$ cat src/asu_cfg.svh
`ifndef ASU_CFG_SVH
`define ASU_CFG_SVH

// register byte offsets
`define ASU_OFS_DATA    12'h000
`define ASU_OFS_FLAGS   12'h018
`define ASU_OFS_ILPR    12'h020
`define ASU_OFS_IBRD    12'h024
`define ASU_OFS_FBRD    12'h028
`define ASU_OFS_LCR     12'h02C
`define ASU_OFS_CTRL    12'h030
`define ASU_OFS_IFLS    12'h034
`define ASU_OFS_IMSC    12'h038
`define ASU_OFS_RIS     12'h03C
`define ASU_OFS_MIS     12'h040
`define ASU_OFS_ICR     12'h044
`define ASU_OFS_DMACR   12'h048

// line control fields
`define ASU_LCR_BRK     0
`define ASU_LCR_PEN     1
`define ASU_LCR_EPS     2
`define ASU_LCR_STP2    3
`define ASU_LCR_FEN     4
`define ASU_LCR_WLEN_LO 5
`define ASU_LCR_WLEN_HI 6
`define ASU_LCR_SPS     7

// control fields
`define ASU_CR_EN       0
`define ASU_CR_SIREN    1
`define ASU_CR_SIRLP    2
`define ASU_CR_LBE      7
`define ASU_CR_TXE      8
`define ASU_CR_RXE      9
`define ASU_CR_DTR      10
`define ASU_CR_RTS      11
`define ASU_CR_RTSEN    14
`define ASU_CR_CTSEN    15

// interrupt bits
`define ASU_INT_RI      0
`define ASU_INT_CTS     1
`define ASU_INT_DCD     2
`define ASU_INT_DSR     3
`define ASU_INT_RX      4
`define ASU_INT_TX      5
`define ASU_INT_RT      6
`define ASU_INT_FE      7
`define ASU_INT_PE      8
`define ASU_INT_BE      9
`define ASU_INT_OE      10

// reset values
`define ASU_CTRL_RESET  16'h0300
`define ASU_IFLS_RESET  6'h12

// timing
`define ASU_CLK_HZ        40000000
`define ASU_LP_HZ         1843200
`define ASU_LP_DIV_RESET  ((`ASU_CLK_HZ + `ASU_LP_HZ / 2) / `ASU_LP_HZ)
`define ASU_START_TICK    4'h7
`define ASU_LAST_TICK     4'hF
`define ASU_RT_TICKS      10'h200
`define ASU_SIR_PULSE     2'h3

`endif

$ cat src/asu_pkg.sv
`default_nettype none
package asu_pkg;

	typedef enum logic [4:0] {
		TX_IDLE  = 5'b00001,
		TX_START = 5'b00010,
		TX_DATA  = 5'b00100,
		TX_PAR   = 5'b01000,
		TX_STOP  = 5'b10000
	} asu_tx_e;

	typedef enum logic [4:0] {
		RX_IDLE  = 5'b00001,
		RX_START = 5'b00010,
		RX_DATA  = 5'b00100,
		RX_PAR   = 5'b01000,
		RX_STOP  = 5'b10000
	} asu_rx_e;

endpackage
`default_nettype wire

$ cat src/asu_fifo_if.sv
`timescale 1ns/1ps
`default_nettype none
interface asu_fifo_if #(
	parameter int W     = 8,
	parameter int DEPTH = 16
);
	logic                       push;
	logic [W-1:0]               wdata;
	logic                       pop;
	logic [W-1:0]               rdata;
	logic [$clog2(DEPTH):0]     level;
	logic                       full;
	logic                       empty;
	logic                       one_deep;

	modport owner (output push, wdata, pop, one_deep, input rdata, level, full, empty);
	modport store (input push, wdata, pop, one_deep, output rdata, level, full, empty);
endinterface
`default_nettype wire

$ cat src/asu_fifo.sv
`timescale 1ns/1ps
`default_nettype none
module asu_fifo #(
	parameter int W     = 8,
	parameter int DEPTH = 16
) (
	input  wire logic clk_sys,
	input  wire logic rst,
	asu_fifo_if.store q
);
	localparam int AW = $clog2(DEPTH);

	typedef struct packed {
		logic [DEPTH-1:0][W-1:0] mem;
		logic [AW-1:0]           wp;
		logic [AW-1:0]           rp;
		logic [AW:0]             lvl;
	} asu_fifo_s;

	asu_fifo_s s;
	asu_fifo_s next_s;
	logic      do_push;
	logic      do_pop;
	logic [AW:0] cap;

	// one-deep mode keeps the storage but caps the fill flag
	assign cap     = q.one_deep ? (AW+1)'(1) : (AW+1)'(DEPTH);
	assign q.full  = s.lvl >= cap;
	assign q.empty = s.lvl == '0;
	assign q.level = s.lvl;
	assign q.rdata = s.mem[s.rp];

	// a push into a full store is dropped, stored words stay put
	always_comb begin
		next_s  = s;
		do_push = q.push && !q.full;
		do_pop  = q.pop && !q.empty;
		if (do_push) begin
			next_s.mem[s.wp] = q.wdata;
			next_s.wp        = AW'(s.wp + 1'b1);
		end
		if (do_pop) begin
			next_s.rp = AW'(s.rp + 1'b1);
		end
		next_s.lvl = (AW+1)'(s.lvl + (AW+1)'(do_push) - (AW+1)'(do_pop));
	end

	always_ff @(posedge clk_sys) begin
		if (rst) begin
			s <= '0;
		end else begin
			s <= next_s;
		end
	end

	////////////////////////////////////////////////////////////////////////////////
	property p_full_drop;
		@(posedge clk_sys) disable iff (rst)
		(q.full && q.push && !q.pop) |=> (s.lvl == $past(s.lvl)) && (s.wp == $past(s.wp));
	endproperty
	a_full_drop: assert property (p_full_drop) else $error("push into full store changed it");

	property p_one_deep;
		@(posedge clk_sys) disable iff (rst)
		(q.one_deep && s.lvl <= 1) |=> (s.lvl <= 1);
	endproperty
	a_one_deep: assert property (p_one_deep) else $error("one-deep store holds more than one");
endmodule
`default_nettype wire

$ cat src/asu_core.sv
// What this block does
// - tx and rx buffers hold 16 entries, or one when buffering is off
// - trigger level selectable at 1/8, 1/4, 1/2, 3/4 or 7/8 of depth
// - one shared oversample tick from integer plus fractional divisor
// - line rates up to 460.8 kbit/s when the reference clock allows
// - rx, timeout, tx, modem and error interrupts each with a mask
// - one combined interrupt output for any active unmasked source
// - dma request outputs on every instance built with HAS_DMA set
// - framing, parity, break errors flagged and stored with the character
// - overrun flag set at once, new character dropped, buffer kept
// - modem inputs cts, dcd, dsr, ri read and changes reported
// - dtr output driven by its software bit; rts by its bit too, or by receive level when auto-rts is on
// - flow control: cts gates sending, rts shows receive room
// - bus reset or block reset returns everything to initial state
// - serial to parallel on receive, parallel to serial on transmit
// - low-power infrared pulse timed from nominal 1.8432 MHz divider
// - frame format and rate from line control and two divisor registers
// - divisor is 16-bit integer plus 6-bit fraction, ref/(16 x rate)
// - rx entry: data 7:0, framing/parity/break 10:8, overrun bit 11
// - start confirmed on eighth tick, then a sample each sixteenth tick
// - busy rises with non-empty tx buffer, falls after last stop bit
//
// Design decisions made here: the register offsets and strobed register access.
`timescale 1ns/1ps
`default_nettype none
`include "asu_cfg.svh"
module asu_core #(
	parameter int FIFO_DEPTH = 16,
	parameter bit HAS_DMA    = 1'b1
) (
	input  wire logic        clk_sys,
	input  wire logic        srst,
	input  wire logic        block_reset_n,
	input  wire logic [11:0] addr,
	input  wire logic [31:0] wdata,
	input  wire logic        wr,
	input  wire logic        rd,
	output logic      [31:0] rdata,
	input  wire logic        rxd,
	output logic             txd,
	output logic             sir_out,
	input  wire logic        clear_to_send_n,
	input  wire logic        dcd_n,
	input  wire logic        dsr_n,
	input  wire logic        ri_n,
	output logic             request_to_send_n,
	output logic             dtr_n,
	output logic             irq,
	output logic             tx_dma_req,
	output logic             rx_dma_req,
	output logic             busy
);
	localparam int LW = $clog2(FIFO_DEPTH) + 1;

	typedef struct packed {
		logic [15:0]      divisor_integer_reg;
		logic [5:0]       divisor_fraction_reg;
		logic [7:0]       line_control_reg;
		logic [15:0]      ctrl;
		logic [5:0]       ifls;
		logic [10:0]      imsc;
		logic [10:0]      ris;
		logic [1:0]       dmacr;
		logic [7:0]       ilpr;
		logic [15:0]      bcnt;
		logic [5:0]       facc;
		logic             oversample_tick;
		logic [7:0]       lpcnt;
		logic             lptick;
		asu_pkg::asu_tx_e tst;
		logic [3:0]       ttk;
		logic [2:0]       tbit;
		logic [7:0]       tsh;
		logic             tpar;
		logic             tstop;
		logic [1:0]       sirw;
		asu_pkg::asu_rx_e rxst;
		logic [3:0]       rtk;
		logic [2:0]       rbit;
		logic [7:0]       rsh;
		logic             rpe;
		logic             rparv;
		logic             ovr_pend;
		logic [9:0]       idle;
		logic [3:0]       mprev;
		logic [31:0]      rdata;
		logic             txd;
		logic             sir_out;
		logic             rts_n;
		logic             dtr_n;
		logic             irq;
		logic             tx_dma;
		logic             rx_dma;
		logic             busy;
	} asu_core_s;

	asu_core_s s;
	asu_core_s next_s;
	logic      rst;
	logic      rx_line;
	logic      cts_ok;
	logic      fen;
	logic [1:0] wlen;
	logic [LW-1:0] rx_trig;
	logic [LW-1:0] tx_trig;

	asu_fifo_if #(.W(12), .DEPTH(FIFO_DEPTH)) rx_q ();
	asu_fifo_if #(.W(8),  .DEPTH(FIFO_DEPTH)) tx_q ();

	////////////////////////////////////////////////////////////////////////////////
	// helpers shared by both directions
	function automatic logic [7:0] dmask(input logic [1:0] wl);
		dmask = 8'hFF >> (2'd3 - wl);
	endfunction

	function automatic logic par_bit(input logic [7:0] d, input logic [1:0] wl,
	                                 input logic eps, input logic sps);
		logic [7:0] m;
		m = d & dmask(wl);
		if (sps) begin
			par_bit = ~eps;
		end else begin
			par_bit = eps ? ^m : ~^m;
		end
	endfunction

	// trigger depth per setting; one-deep mode always triggers at one
	function automatic logic [LW-1:0] trig_lvl(input logic [2:0] code, input logic fe);
		if (!fe) begin
			trig_lvl = LW'(1);
		end else begin
			case (code)
				3'd0:    trig_lvl = LW'(FIFO_DEPTH / 8);
				3'd1:    trig_lvl = LW'(FIFO_DEPTH / 4);
				3'd2:    trig_lvl = LW'(FIFO_DEPTH / 2);
				3'd3:    trig_lvl = LW'(FIFO_DEPTH * 3 / 4);
				3'd4:    trig_lvl = LW'(FIFO_DEPTH * 7 / 8);
				default: trig_lvl = LW'(FIFO_DEPTH / 2);
			endcase
		end
	endfunction

	////////////////////////////////////////////////////////////////////////////////
	assign rst      = srst | ~block_reset_n;
	assign fen      = s.line_control_reg[`ASU_LCR_FEN];
	assign wlen     = s.line_control_reg[`ASU_LCR_WLEN_HI:`ASU_LCR_WLEN_LO];
	assign rx_line  = s.ctrl[`ASU_CR_LBE] ? s.txd : rxd;
	assign cts_ok   = !s.ctrl[`ASU_CR_CTSEN] || !clear_to_send_n;
	assign rx_trig  = trig_lvl(s.ifls[5:3], fen);
	assign tx_trig  = trig_lvl(s.ifls[2:0], fen);
	assign rx_q.one_deep = !fen;
	assign tx_q.one_deep = !fen;

	asu_fifo #(.W(12), .DEPTH(FIFO_DEPTH)) u_rx_fifo (
		.clk_sys (clk_sys),
		.rst     (rst),
		.q       (rx_q.store)
	);

	asu_fifo #(.W(8), .DEPTH(FIFO_DEPTH)) u_tx_fifo (
		.clk_sys (clk_sys),
		.rst     (rst),
		.q       (tx_q.store)
	);

	////////////////////////////////////////////////////////////////////////////////
	always_comb begin
		logic [6:0]  fsum;
		logic        bit_end;
		logic        sample;
		logic        go;
		logic        lv;
		logic [7:0]  rdat;
		logic [10:0] set_v;
		logic [10:0] clr_v;
		logic [3:0]  mnow;
		fsum = 7'h00;
		bit_end = s.oversample_tick && (s.ttk == `ASU_LAST_TICK);
		sample = s.oversample_tick && (s.rtk == `ASU_LAST_TICK);
		go = 1'b0;
		lv = 1'b1;
		rdat = (s.rsh >> (2'd3 - wlen)) & dmask(wlen);
		set_v = 11'h000;
		clr_v = 11'h000;
		mnow = {ri_n, dsr_n, dcd_n, clear_to_send_n};
		next_s = s;
		rx_q.push = 1'b0;
		rx_q.wdata = 12'h000;
		rx_q.pop = rd && (addr == `ASU_OFS_DATA);
		tx_q.push = wr && (addr == `ASU_OFS_DATA);
		tx_q.wdata = wdata[7:0];
		tx_q.pop = 1'b0;

		// fractional divider: a carry out of the fraction stretches one period
		next_s.oversample_tick = 1'b0;
		if (s.divisor_integer_reg != 16'h0000) begin
			if (s.bcnt == 16'h0000) begin
				fsum = {1'b0, s.facc} + {1'b0, s.divisor_fraction_reg};
				next_s.facc = fsum[5:0];
				next_s.bcnt = 16'(s.divisor_integer_reg - 16'h0001 + {15'h0000, fsum[6]});
				next_s.oversample_tick = 1'b1;
			end else begin
				next_s.bcnt = 16'(s.bcnt - 16'h0001);
			end
		end

		// low-power divider for the short infrared pulse
		next_s.lptick = 1'b0;
		if (s.lpcnt == 8'h00) begin
			next_s.lpcnt = (s.ilpr == 8'h00) ? 8'h00 : 8'(s.ilpr - 8'h01);
			next_s.lptick = s.ilpr != 8'h00;
		end else begin
			next_s.lpcnt = 8'(s.lpcnt - 8'h01);
		end

		// register writes
		if (wr) begin
			case (addr)
				`ASU_OFS_IBRD:  next_s.divisor_integer_reg = wdata[15:0];
				`ASU_OFS_FBRD:  next_s.divisor_fraction_reg = wdata[5:0];
				`ASU_OFS_LCR:   next_s.line_control_reg = wdata[7:0];
				`ASU_OFS_CTRL:  next_s.ctrl = wdata[15:0];
				`ASU_OFS_IFLS:  next_s.ifls = wdata[5:0];
				`ASU_OFS_IMSC:  next_s.imsc = wdata[10:0];
				`ASU_OFS_ICR:   clr_v = wdata[10:0];
				`ASU_OFS_DMACR: next_s.dmacr = wdata[1:0];
				`ASU_OFS_ILPR:  next_s.ilpr = wdata[7:0];
				default:        clr_v = 11'h000;
			endcase
		end

		// register reads, data valid one cycle after the strobe
		next_s.rdata = 32'h0000_0000;
		if (rd) begin
			case (addr)
				`ASU_OFS_DATA:  next_s.rdata = {20'h00000, rx_q.rdata};
				`ASU_OFS_FLAGS: next_s.rdata = {23'h000000, ~ri_n, tx_q.empty, rx_q.full,
				                 tx_q.full, rx_q.empty, s.busy, ~dcd_n, ~dsr_n,
				                 ~clear_to_send_n};
				`ASU_OFS_IBRD:  next_s.rdata = {16'h0000, s.divisor_integer_reg};
				`ASU_OFS_FBRD:  next_s.rdata = {26'h0000000, s.divisor_fraction_reg};
				`ASU_OFS_LCR:   next_s.rdata = {24'h000000, s.line_control_reg};
				`ASU_OFS_CTRL:  next_s.rdata = {16'h0000, s.ctrl};
				`ASU_OFS_IFLS:  next_s.rdata = {26'h0000000, s.ifls};
				`ASU_OFS_IMSC:  next_s.rdata = {21'h000000, s.imsc};
				`ASU_OFS_RIS:   next_s.rdata = {21'h000000, s.ris};
				`ASU_OFS_MIS:   next_s.rdata = {21'h000000, s.ris & s.imsc};
				`ASU_OFS_DMACR: next_s.rdata = {30'h00000000, s.dmacr};
				`ASU_OFS_ILPR:  next_s.rdata = {24'h000000, s.ilpr};
				default:        next_s.rdata = 32'h0000_0000;
			endcase
		end

		// transmitter: one bit per sixteen ticks
		next_s.ttk = 4'(s.ttk + {3'h0, s.oversample_tick});
		case (s.tst)
			asu_pkg::TX_IDLE: begin
				next_s.ttk = 4'h0;
				if (s.ctrl[`ASU_CR_EN] && s.ctrl[`ASU_CR_TXE] && !tx_q.empty && cts_ok
				    && s.oversample_tick) begin
					tx_q.pop = 1'b1;
					next_s.tsh = tx_q.rdata;
					next_s.tpar = par_bit(tx_q.rdata, wlen, s.line_control_reg[`ASU_LCR_EPS],
					                      s.line_control_reg[`ASU_LCR_SPS]);
					next_s.tst = asu_pkg::TX_START;
					go = 1'b1;
				end
			end
			asu_pkg::TX_START: if (bit_end) begin
				next_s.tst = asu_pkg::TX_DATA;
				next_s.tbit = 3'h0;
				go = 1'b1;
			end
			asu_pkg::TX_DATA: if (bit_end) begin
				next_s.tsh = s.tsh >> 1;
				go = 1'b1;
				if (s.tbit == 3'(3'd4 + {1'b0, wlen})) begin
					next_s.tstop = 1'b0;
					next_s.tst = s.line_control_reg[`ASU_LCR_PEN] ? asu_pkg::TX_PAR :
					             asu_pkg::TX_STOP;
				end else begin
					next_s.tbit = 3'(s.tbit + 3'h1);
				end
			end
			asu_pkg::TX_PAR: if (bit_end) begin
				next_s.tst = asu_pkg::TX_STOP;
				go = 1'b1;
			end
			asu_pkg::TX_STOP: if (bit_end) begin
				go = 1'b1;
				if (s.line_control_reg[`ASU_LCR_STP2] && !s.tstop) begin
					next_s.tstop = 1'b1;
				end else begin
					next_s.tst = asu_pkg::TX_IDLE;
				end
			end
			default: next_s.tst = asu_pkg::TX_IDLE;
		endcase
		case (next_s.tst)
			asu_pkg::TX_START: lv = 1'b0;
			asu_pkg::TX_DATA:  lv = next_s.tsh[0];
			asu_pkg::TX_PAR:   lv = s.tpar;
			default:           lv = 1'b1;
		endcase
		// break holds the line low regardless of the frame in flight
		next_s.txd = lv && !s.line_control_reg[`ASU_LCR_BRK];
		// infrared: a short pulse per zero bit, normal or low-power width
		if (go && !lv) begin
			next_s.sirw = `ASU_SIR_PULSE;
		end else if (s.sirw != 2'h0 &&
		             (s.ctrl[`ASU_CR_SIRLP] ? s.lptick : s.oversample_tick)) begin
			next_s.sirw = 2'(s.sirw - 2'h1);
		end
		next_s.sir_out = s.ctrl[`ASU_CR_SIREN] && (next_s.sirw != 2'h0);

		// receiver
		next_s.rtk = 4'(s.rtk + {3'h0, s.oversample_tick});
		case (s.rxst)
			asu_pkg::RX_IDLE: begin
				next_s.rtk = 4'h0;
				if (s.ctrl[`ASU_CR_EN] && s.ctrl[`ASU_CR_RXE] && !rx_line) begin
					next_s.rxst = asu_pkg::RX_START;
				end
			end
			asu_pkg::RX_START: if (s.oversample_tick && s.rtk == `ASU_START_TICK) begin
				next_s.rtk = 4'h0;
				next_s.rbit = 3'h0;
				next_s.rsh = 8'h00;
				next_s.rxst = rx_line ? asu_pkg::RX_IDLE : asu_pkg::RX_DATA;
			end
			asu_pkg::RX_DATA: if (sample) begin
				next_s.rsh = {rx_line, s.rsh[7:1]};
				if (s.rbit == 3'(3'd4 + {1'b0, wlen})) begin
					next_s.rxst = s.line_control_reg[`ASU_LCR_PEN] ? asu_pkg::RX_PAR :
					              asu_pkg::RX_STOP;
					next_s.rpe = 1'b0;
					next_s.rparv = 1'b0;
				end else begin
					next_s.rbit = 3'(s.rbit + 3'h1);
				end
			end
			asu_pkg::RX_PAR: if (sample) begin
				next_s.rparv = rx_line;
				next_s.rpe = rx_line != par_bit(rdat, wlen, s.line_control_reg[`ASU_LCR_EPS],
				                                 s.line_control_reg[`ASU_LCR_SPS]);
				next_s.rxst = asu_pkg::RX_STOP;
			end
			asu_pkg::RX_STOP: if (sample) begin
				set_v[`ASU_INT_FE] = !rx_line;
				set_v[`ASU_INT_PE] = s.rpe;
				set_v[`ASU_INT_BE] = !rx_line && rdat == 8'h00 && !s.rparv;
				next_s.rxst = asu_pkg::RX_IDLE;
				if (rx_q.full) begin
					set_v[`ASU_INT_OE] = 1'b1;
					next_s.ovr_pend = 1'b1;
				end else begin
					rx_q.push = 1'b1;
					rx_q.wdata = {s.ovr_pend, set_v[`ASU_INT_BE], s.rpe, !rx_line, rdat};
					next_s.ovr_pend = 1'b0;
				end
			end
			default: next_s.rxst = asu_pkg::RX_IDLE;
		endcase

		// idle timer restarts on any movement of the receive buffer
		if (rx_q.empty || rx_q.push || rx_q.pop) begin
			next_s.idle = 10'h000;
		end else if (s.oversample_tick && s.idle != `ASU_RT_TICKS) begin
			next_s.idle = 10'(s.idle + 10'h001);
		end
		set_v[`ASU_INT_RT] = s.idle == `ASU_RT_TICKS;

		// level and modem sources; set wins over a clear in the same cycle
		set_v[`ASU_INT_RX] = rx_q.level >= rx_trig;
		set_v[`ASU_INT_TX] = fen ? (tx_q.level <= tx_trig) : tx_q.empty;
		set_v[`ASU_INT_CTS] = mnow[0] ^ s.mprev[0];
		set_v[`ASU_INT_DCD] = mnow[1] ^ s.mprev[1];
		set_v[`ASU_INT_DSR] = mnow[2] ^ s.mprev[2];
		set_v[`ASU_INT_RI] = mnow[3] ^ s.mprev[3];
		next_s.mprev = mnow;
		next_s.ris = (s.ris & ~clr_v) | set_v;
		next_s.irq = |(s.ris & s.imsc);

		// pins and requests
		next_s.rts_n = s.ctrl[`ASU_CR_RTSEN] ? (rx_q.level >= rx_trig) :
		               !s.ctrl[`ASU_CR_RTS];
		next_s.dtr_n = !s.ctrl[`ASU_CR_DTR];
		next_s.tx_dma = HAS_DMA && s.dmacr[0] && !tx_q.full && (tx_q.level <= tx_trig);
		next_s.rx_dma = HAS_DMA && s.dmacr[1] && !rx_q.empty;
		next_s.busy = !tx_q.empty || s.tst != asu_pkg::TX_IDLE;
	end

	always_ff @(posedge clk_sys) begin
		if (rst) begin
			s <= '0;
			s.ctrl <= `ASU_CTRL_RESET;
			s.ifls <= `ASU_IFLS_RESET;
			s.ilpr <= 8'(`ASU_LP_DIV_RESET);
			s.tst <= asu_pkg::TX_IDLE;
			s.rxst <= asu_pkg::RX_IDLE;
			s.mprev <= 4'hF;
			s.txd <= 1'b1;
			s.rts_n <= 1'b1;
			s.dtr_n <= 1'b1;
		end else begin
			s <= next_s;
		end
	end

	assign rdata             = s.rdata;
	assign txd               = s.txd;
	assign sir_out           = s.sir_out;
	assign request_to_send_n = s.rts_n;
	assign dtr_n             = s.dtr_n;
	assign irq               = s.irq;
	assign tx_dma_req        = s.tx_dma;
	assign rx_dma_req        = s.rx_dma;
	assign busy              = s.busy;

	////////////////////////////////////////////////////////////////////////////////
	property p_busy_rise;
		@(posedge clk_sys) disable iff (rst)
		(wr && addr == `ASU_OFS_DATA && !tx_q.full) |-> ##2 busy;
	endproperty
	a_busy_rise: assert property (p_busy_rise) else $error("busy missing after tx push");

	property p_irq;
		@(posedge clk_sys) disable iff (rst)
		(|(s.ris & s.imsc)) [*2] |-> irq;
	endproperty
	a_irq: assert property (p_irq) else $error("combined interrupt not raised");

	property p_overrun;
		@(posedge clk_sys) disable iff (rst)
		(s.rxst == asu_pkg::RX_STOP && s.oversample_tick && s.rtk == `ASU_LAST_TICK
		 && rx_q.full && !rx_q.pop) |=> (s.ris[`ASU_INT_OE] && rx_q.level == $past(rx_q.level));
	endproperty
	a_overrun: assert property (p_overrun) else $error("overrun did not keep buffer");

	property p_false_start;
		@(posedge clk_sys) disable iff (rst)
		(s.rxst == asu_pkg::RX_START && s.oversample_tick && s.rtk == `ASU_START_TICK
		 && rx_line) |=> s.rxst == asu_pkg::RX_IDLE;
	endproperty
	a_false_start: assert property (p_false_start) else $error("false start accepted");

	property p_rts_flow;
		@(posedge clk_sys) disable iff (rst)
		(s.ctrl[`ASU_CR_RTSEN] && rx_q.level >= rx_trig) |=> request_to_send_n;
	endproperty
	a_rts_flow: assert property (p_rts_flow) else $error("rts asserted above watermark");

	property p_cts_hold;
		@(posedge clk_sys) disable iff (rst)
		(s.ctrl[`ASU_CR_CTSEN] && clear_to_send_n && s.tst == asu_pkg::TX_IDLE)
		|=> s.tst == asu_pkg::TX_IDLE;
	endproperty
	a_cts_hold: assert property (p_cts_hold) else $error("sent while cts deasserted");

	property p_frame_err;
		@(posedge clk_sys) disable iff (rst)
		(s.rxst == asu_pkg::RX_STOP && s.oversample_tick && s.rtk == `ASU_LAST_TICK
		 && !rx_line && !rx_q.full) |=> (s.ris[`ASU_INT_FE] && rx_q.level != '0);
	endproperty
	a_frame_err: assert property (p_frame_err) else $error("framing error not stored");

	property p_dtr;
		@(posedge clk_sys) disable iff (rst)
		(wr && addr == `ASU_OFS_CTRL) |-> ##2 (dtr_n == !$past(wdata[`ASU_CR_DTR], 2));
	endproperty
	a_dtr: assert property (p_dtr) else $error("dtr does not follow control");

	property p_no_dma;
		@(posedge clk_sys) disable iff (rst)
		!HAS_DMA |-> (!tx_dma_req && !rx_dma_req);
	endproperty
	a_no_dma: assert property (p_no_dma) else $error("dma request without dma");
endmodule
`default_nettype wire

$ cat config.mk
export PLATFORM = sky130hd
export DESIGN_NAME = asu_core
export DESIGN_NICKNAME = d
export VERILOG_FILES = /design/src/asu_pkg.sv /design/src/asu_fifo_if.sv /design/src/asu_fifo.sv /design/src/asu_core.sv
export VERILOG_INCLUDE_DIRS = /design/src
export SDC_FILE = /design/constraint.sdc
export NUM_CORES = 1
export LEC_CHECK = 0
export BUFFER_PORTS_ARGS = -buffer_cell sky130_fd_sc_hd__buf_4
export CAP_MARGIN = 15
export CORE_MARGIN = 2
export CORE_UTILIZATION = 57
export DETAILED_ROUTE_END_ITERATION = 10
export GPL_ROUTABILITY_DRIVEN = 0
export PLACE_DENSITY = 0.79
export RECOVER_POWER = 50
export SETUP_SLACK_MARGIN = 0.3
export SLEW_MARGIN = 20
export SYNTH_ARGS = -nofsm -noshare
export SYNTH_HDL_FRONTEND = slang
export SYNTH_HIERARCHICAL = 1
export SYNTH_SLANG_ARGS = --single-unit
$ cat constraint.sdc
create_clock -name clk_sys -period 4 [get_ports clk_sys]
set_clock_uncertainty 0.05 [all_clocks]
set_input_delay 0.2 -clock clk_sys [delete_from_list [all_inputs] [get_ports clk_sys]]
set_output_delay 0.2 -clock clk_sys [all_outputs]
set_load 0.005 [all_outputs]
==> results.cfg, run 1 <==
[critical_path]
critPathRequiredTime_ns = 4.35
crit_type = register to register
max_stage_delay_ns = 0.57
crit_fanout = 14
cp_data_arrival_time_ns = 3.97
startpoint_type = register
critPathCaptureType = register
cp_cell_sequence = inv_1 > ha_1 > or4b_1 > inv_1 > nand4b_1 > nor2_1 > nand2_1 > inv_1 > clkbuf_1 > a21oi_2 > a221oi_1 > and3_1 > o41ai_1
cpMaxStageDelayCell = a221oi_1
cpMostUsedCell = inv_1

[final_layout]
diodes = 0
area_growth_pct = 7.96
fin_nets = 2970
final_cell_area_um2 = 30300
layout-drive-gt1-share_pct = 10.4
n_fill_cell = 3856

[floorplan]
start_util_pct = 57.5
die_area_um2 = 51000
die_w_um = 226
rows = 81
core_um2 = 48700
ioPinCount = 94
die_h_um = 226

[route]
drtIter0Drc = 1827
wl_per_cell_um = 20.0
drc_errors = 0
wl_um = 71200
firstDrtPassIters = 7
ant_nets = 0
vias = 21600
viasPerCell = 6.06

[yosys]
synth_seq_area_share_pct = 39.1
synth-edff-count = 0
yosysUniqueCellTypes = 90
synthXorXnorAreaFrac_pct = 2.25
ys.flop_type = dfxtp_1
ys_async_sr_fraction_pct = 0
synth.cell_area_um2 = 28000
synth_warnings = 6
synth-simple-area-share_pct = 20.7
ys_ff_latch = 547
yosys-mux-area-fraction_pct = 19.7
synthAdderAreaFrac_pct = 3.03
synth_compound_area_share_pct = 9.32
syn_inst = 2907
synth_top_family_by_area = simple AND/OR/NAND/NOR gates
avgSynthCellArea_um2 = 9.64

[run_status]
violations = max-capacitance violations, max-slew violations
outcome = complete, but fails checks

[timing]
worst_pin_slew_ns = 2.19
setup_viol = 0
rsz0062_at_grt = false
min_period_ns = 3.62
finalHoldViolCount = 0
max_freq_mhz = 276
setup_tns_ns = 0
period_share_pct = 90.4
drv_slew = 39
relSlewSlack_pct = -46.1

[power]
ir_drop_mv = 0.330
power_density_nw_per_um2 = 378
p_leak_nw = 12.6

[clocking]
cts_max_path_buffers = 3
insertion_delay_ns = 0.61
cts-buffers-inserted = 55
cts-root-buf = clkbuf_16
cts_tree = built
clk_pin_slew_ns = 0.06
cts.htree.levels = 2
postCtsSetupBuffers = 0
clock_sinks = 547

[flow_run]
max_cap_violations = 1

[global_route]
grt_pass1_wl_um = 113000
grt_antenna_before_repair = 0
track_usage_pct = 27.7
overflow = 0
grt_max_degree = 188
grt_pass1_vias = 21400

[placed_design]
hpwlAfterDp_um = 47600
placed_area_um2 = 28400
portBuffers = 61

[hold_path]
hp-class = input pin to register
worst paths after layout:
path         depth (start not counted)                          end                            start  slack (ns)
max                                 13               txd$_SDFF_PP1_  u_tx_fifo/q.level[3]$_SDFF_PP0_        0.38
min                                  4  u_rx_fifo/s[6]$_SDFFE_PP0P_                               rd        0.10
max reg2reg                         13               txd$_SDFF_PP1_  u_tx_fifo/q.level[3]$_SDFF_PP0_        0.38
min reg2reg                          1             dtr_n$_SDFF_PP1_              s[181]$_SDFFE_PP0P_        0.35
kinds of logic (layout without fill, tap and decap cells):
group                    Yosys count  after routing
adder cells (fa/ha/maj)           66             66
multiplexers                     469            469
flip-flops                       547            547
buffers and inverters            330            303
other                              1             16
AND/OR/NAND/NOR                 1023           1023
AO/OA/AOI/OAI                    399            399
XOR/XNOR                          72             72
layer usage:
layer,track usage [%],share of wire [%],up-vias
met5,0,0,-
met4,11.4,3.8,0
met3,4.81,7.0,208
met2,46.0,47,865
met1,35.6,42,10500
li1,-,-,10000
cell usage after synthesis (20+ instances only):
master | count | area, µm²
and2_1 | 20 | 125
nand2b_1 | 361 | 2260
ha_1 | 63 | 788
xnor2_1 | 37 | 324
and3_1 | 30 | 188
nor3_1 | 33 | 165
a21oi_1 | 123 | 616
buf_4 | 50 | 375
inv_1 | 72 | 270
nor2b_1 | 24 | 150
nor2_1 | 146 | 548
buf_2 | 45 | 225
a22oi_1 | 68 | 510
a221oi_1 | 22 | 193
nand2_1 | 224 | 841
nand3_1 | 55 | 275
xor2_1 | 35 | 307
mux2i_1 | 392 | 3920
clkbuf_1 | 135 | 507
nand4_1 | 24 | 150
mux4_2 | 66 | 1490
dfxtp_1 | 547 | 11000
o21ai_0 | 64 | 320
nand3_4 | 24 | 420
sequential cells by signal (all words and copies together) (netlist names):
register,flops
request_to_send_n,1
fen,1
u_tx_fifo/s,136
u_rx_fifo/q.level,5
busy,1
rdata,16
sir_out,1
u_rx_fifo/s,200
txd,1
rx_dma_req,1
tx_dma_req,1
irq,1
dtr_n,1
s,176
u_tx_fifo/q.level,5
cells in the final DEF, fill, tap and decap left out, types with 65 or more instances in the layout:
cell and n:
dfxtp_1 544, buf_4 65, nand2_1 224, nor2_1 148, nand3_1 69, inv_1 73, nand2b_1 361, mux2i_1 392
o21ai_0 65, mux4_2 66, a21oi_1 123, a22oi_1 68
area by class of cell:
type | instances | area [µm²] | share of cell area (%)
clock buffers | 80 | 1660 | 5.49
clock inverters | 22 | 262 | 0.864
inverters | 76 | 295 | 0.976
multi-input cells | 2045 | 15300 | 50.5
flip-flops and latches | 547 | 11000 | 36.2
well taps | 664 | 831 | 2.75
repair buffers | 125 | 986 | 3.26
where the power goes:
part,switching (mW),internal (mW),total [mW]
logic,0.290,0.211,0.501
registers,0.0325,5.48,5.51
clock network,2.21,3.21,5.41
critical path, delay by kind of cell (launching register included):
kind	cells	cell delay, ns
AO/OA/AOI/OAI	3	0.84
buffers and inverters	4	0.77
flip-flops	1	0.42
AND/OR/NAND/NOR	5	1.11
adder cells (fa/ha/maj)	1	0.20
metrics by stage:
| stage | setup WS [ns] | total power [mW] | utilization, % | cells | hold slack [ns] |
|---|---|---|---|---|---|
| after floorplan | 0.304 | 5.99 | - | 2922 | 0.251 |
| after global placement | 0.564 | 6.09 | 58.2 | 3435 | 0.349 |
| after detailed placement | 0.460 | 6.11 | 58.2 | 3435 | 0.339 |
| after CTS | 0.431 | 11.5 | 62.6 | 3559 | 0.0722 |
| after global routing | 0.181 | 11.8 | 62.1 | 3559 | 0.0860 |
| final | 0.383 | 11.4 | 62.1 | 3559 | 0.101 |
timing repair:
item | 4_1_cts | 5_1_grt
endpoints found under the setup margin | 0 | 2
hold buffers | 22 | 0
gates resized for setup | 0 | 3
hold endpoints to repair | 85 | 0
Power figures use the tool's default switching activity.
==> inputs of run 2 (changes only) <==
Settings changed: ABC_AREA set to 1.
==> run 2 against run 1 <==
  * The flow still finishes with violations (max-capacitance violations, max-slew violations)
  * First-iteration DRC count up 96%
  * Non-clock buffer count up 18
  * Cell count up 57%
  * Via count up 40%
  * Maximum frequency up 1.3%
  * Flip-flop and latch count unchanged
  * Power up 4.1%
==> results.cfg, run 2 <==
[floorplan]
core_um2 = 55000
ioPinCount = 94
die_h_um = 240
start_util_pct = 57.6
rows = 86
die_area_um2 = 57500
die_w_um = 240

[critical_path]
worst_r2r_path_depth = 17
critPathRequiredTime_ns = 4.51
r2r_start = fen$_SDFFE_PP0P_
cp_data_arrival_time_ns = 4.08
critPathCaptureType = register
crit_start = fen$_SDFFE_PP0P_
crit_type = register to register
crit_fanout = 113
startpoint_type = register

[final_layout]
regMostFlops = u_rx_fifo/s
layout_common_cells = nand2_1, inv_1, nor2_1, dfxtp_1, nand4_1
n_fill_cell = 5094
fin_nets = 4916
area_growth_pct = 7.39
diodes = 0
final_cell_area_um2 = 34000
layout_commonest_cell = nand2_1
layout-drive-gt1-share_pct = 6.07
post-route-util_pct = 61.9
largest_register_ff_count = 200
reg_top3 = u_rx_fifo/s (200), s (176), u_tx_fifo/s (136)

[flow_run]
max_cap_violations = 3

[global_route]
grt_pass1_vias = 26800
track_usage_pct = 29.7
grt_antenna_before_repair = 0
grt_max_degree = 168
grt_pass1_wl_um = 139000
overflow = 0

[clocking]
postCtsSetupBuffers = 0
clk_pin_slew_ns = 0.07
cts_max_path_buffers = 3
cts-buffers-inserted = 58
cts-root-buf = clkbuf_16
clock_sinks = 547
insertion_delay_ns = 0.64
cts.htree.levels = 2
cts_tree = built

[yosys]
synth.most_common_cell = nand2_1
avgSynthCellArea_um2 = 6.48
synth_top_area_share_pct = 34.6
yosysUniqueCellTypes = 53
synth.area.top_cells = dfxtp_1, nand2_1, inv_1, nand4_1, nor2_1
ys_async_sr_fraction_pct = 0
syn_inst = 4891
synth_area_leader_cell = dfxtp_1
synth.cell_area_um2 = 31700
synth_common_cells = nand2_1, inv_1, nor2_1
synth_seq_area_share_pct = 34.6
ys.flop_type = dfxtp_1
synth_warnings = 6
ys_ff_latch = 547
synth-edff-count = 0

[timing]
min_period_ns = 3.57
worst_pin_slew_ns = 3.52
max_freq_mhz = 280
drv_slew = 247
period_share_pct = 89.3
relSlewSlack_pct = -135
setup_tns_ns = 0
rsz0062_at_grt = false
hold_slack_ns = 0.0899
setup_viol = 0
finalHoldViolCount = 0

[power]
ir_drop_mv = 0.332
power_density_nw_per_um2 = 350
p_leak_nw = 13.9
power_mw = 11.9

[run_status]
violations = max-capacitance violations, max-slew violations
outcome = complete, but fails checks

[route]
vias = 30200
viasPerCell = 5.41
wl_um = 87400
drc_errors = 0
wl_per_cell_um = 15.6
ant_nets = 0
firstDrtPassIters = 6
drtIter0Drc = 3574

[placed_design]
portBuffers = 61
placed_area_um2 = 32000
hpwlAfterDp_um = 55000

[hold_path]
min_from = rxd
hp-class = input pin to register
holdPathStages = 5
==> run 2: path summary, 6_finish.rpt <==
kind	slack [ns]	end
setup reg to reg	0.43	u_rx_fifo/s[112]$_SDFFE_PP0P_
hold reg to reg	0.39	request_to_send_n$_SDFF_PP1_
setup / recovery	0.43	u_rx_fifo/s[112]$_SDFFE_PP0P_
hold / removal	0.09	s[150]$_SDFF_PP0_
==> run 2: timing repair <==
item | 4_1_cts | 5_1_grt
hold endpoints to repair | 85 | 0
setup endpoints to repair | 0 | 2
gates resized for setup | 0 | 1
hold buffers | 22 | 0
==> run 2: per-layer routing <==
metal	global-route usage (%)	wire, µm	up-vias	part of all wire [%]
li1	-	-	15200	-
met1	40.6	37500	13500	43
met2	46.5	39000	1289	45
met3	4.70	7590	205	8.7
met4	12.3	3300	0	3.8
met5	0	0	-	0
==> run 2: logic make-up after synthesis <==
logic type,after synthesis,synth area share (%)
simple gates,2286,32.9
buf+inv,1258,16.6
compound gates,674,11.6
flops,547,34.6
fa+ha+maj,66,2.68
xor+xnor,57,1.58
mux,2,0.0632
other cells,1,0.0118
==> run 2: through the flow <==
step | std cells | setup slack, ns
global route | 5592 | 0.183
detailed placement | 5462 | 0.660
finish | 5592 | 0.428
global placement | 5462 | 0.674
floorplan | 4906 | 0.371
CTS | 5592 | 0.630
==> run 2: power breakdown <==
part	total (mW)	switching [mW]	internal (mW)
logic	0.726	0.481	0.245
registers	5.54	0.0413	5.50
clock network	5.63	2.31	3.31
total	11.9	2.84	9.06
==> run 2: worst max-delay path, cell delays in order (launching register included) <==
cell	delay (ns)
dfxtp_1	0.49
inv_1	0.14
ha_1	0.35
nand2_1	0.09
clkinv_1	0.05
nand2_1	0.06
nand2_2	0.06
nor2_4	0.16
inv_1	0.07
inv_1	0.10
nand2_1	0.15
inv_6	0.09
buf_12	0.34
buf_12	0.49
nand3_2	0.42
nand2_1	0.16
inv_1	0.05
nor2_1	0.10
==> run 2: cell type report <==
class | instances | area [µm²] | share of cell area [%]
clock buffers | 88 | 1780 | 5.22
clock inverters | 20 | 230 | 0.676
multi-input cells | 3101 | 15400 | 45.4
well taps | 748 | 936 | 2.75
flip-flops and latches | 547 | 11000 | 32.2
repair buffers | 143 | 1140 | 3.36
inverters | 945 | 3550 | 10.4
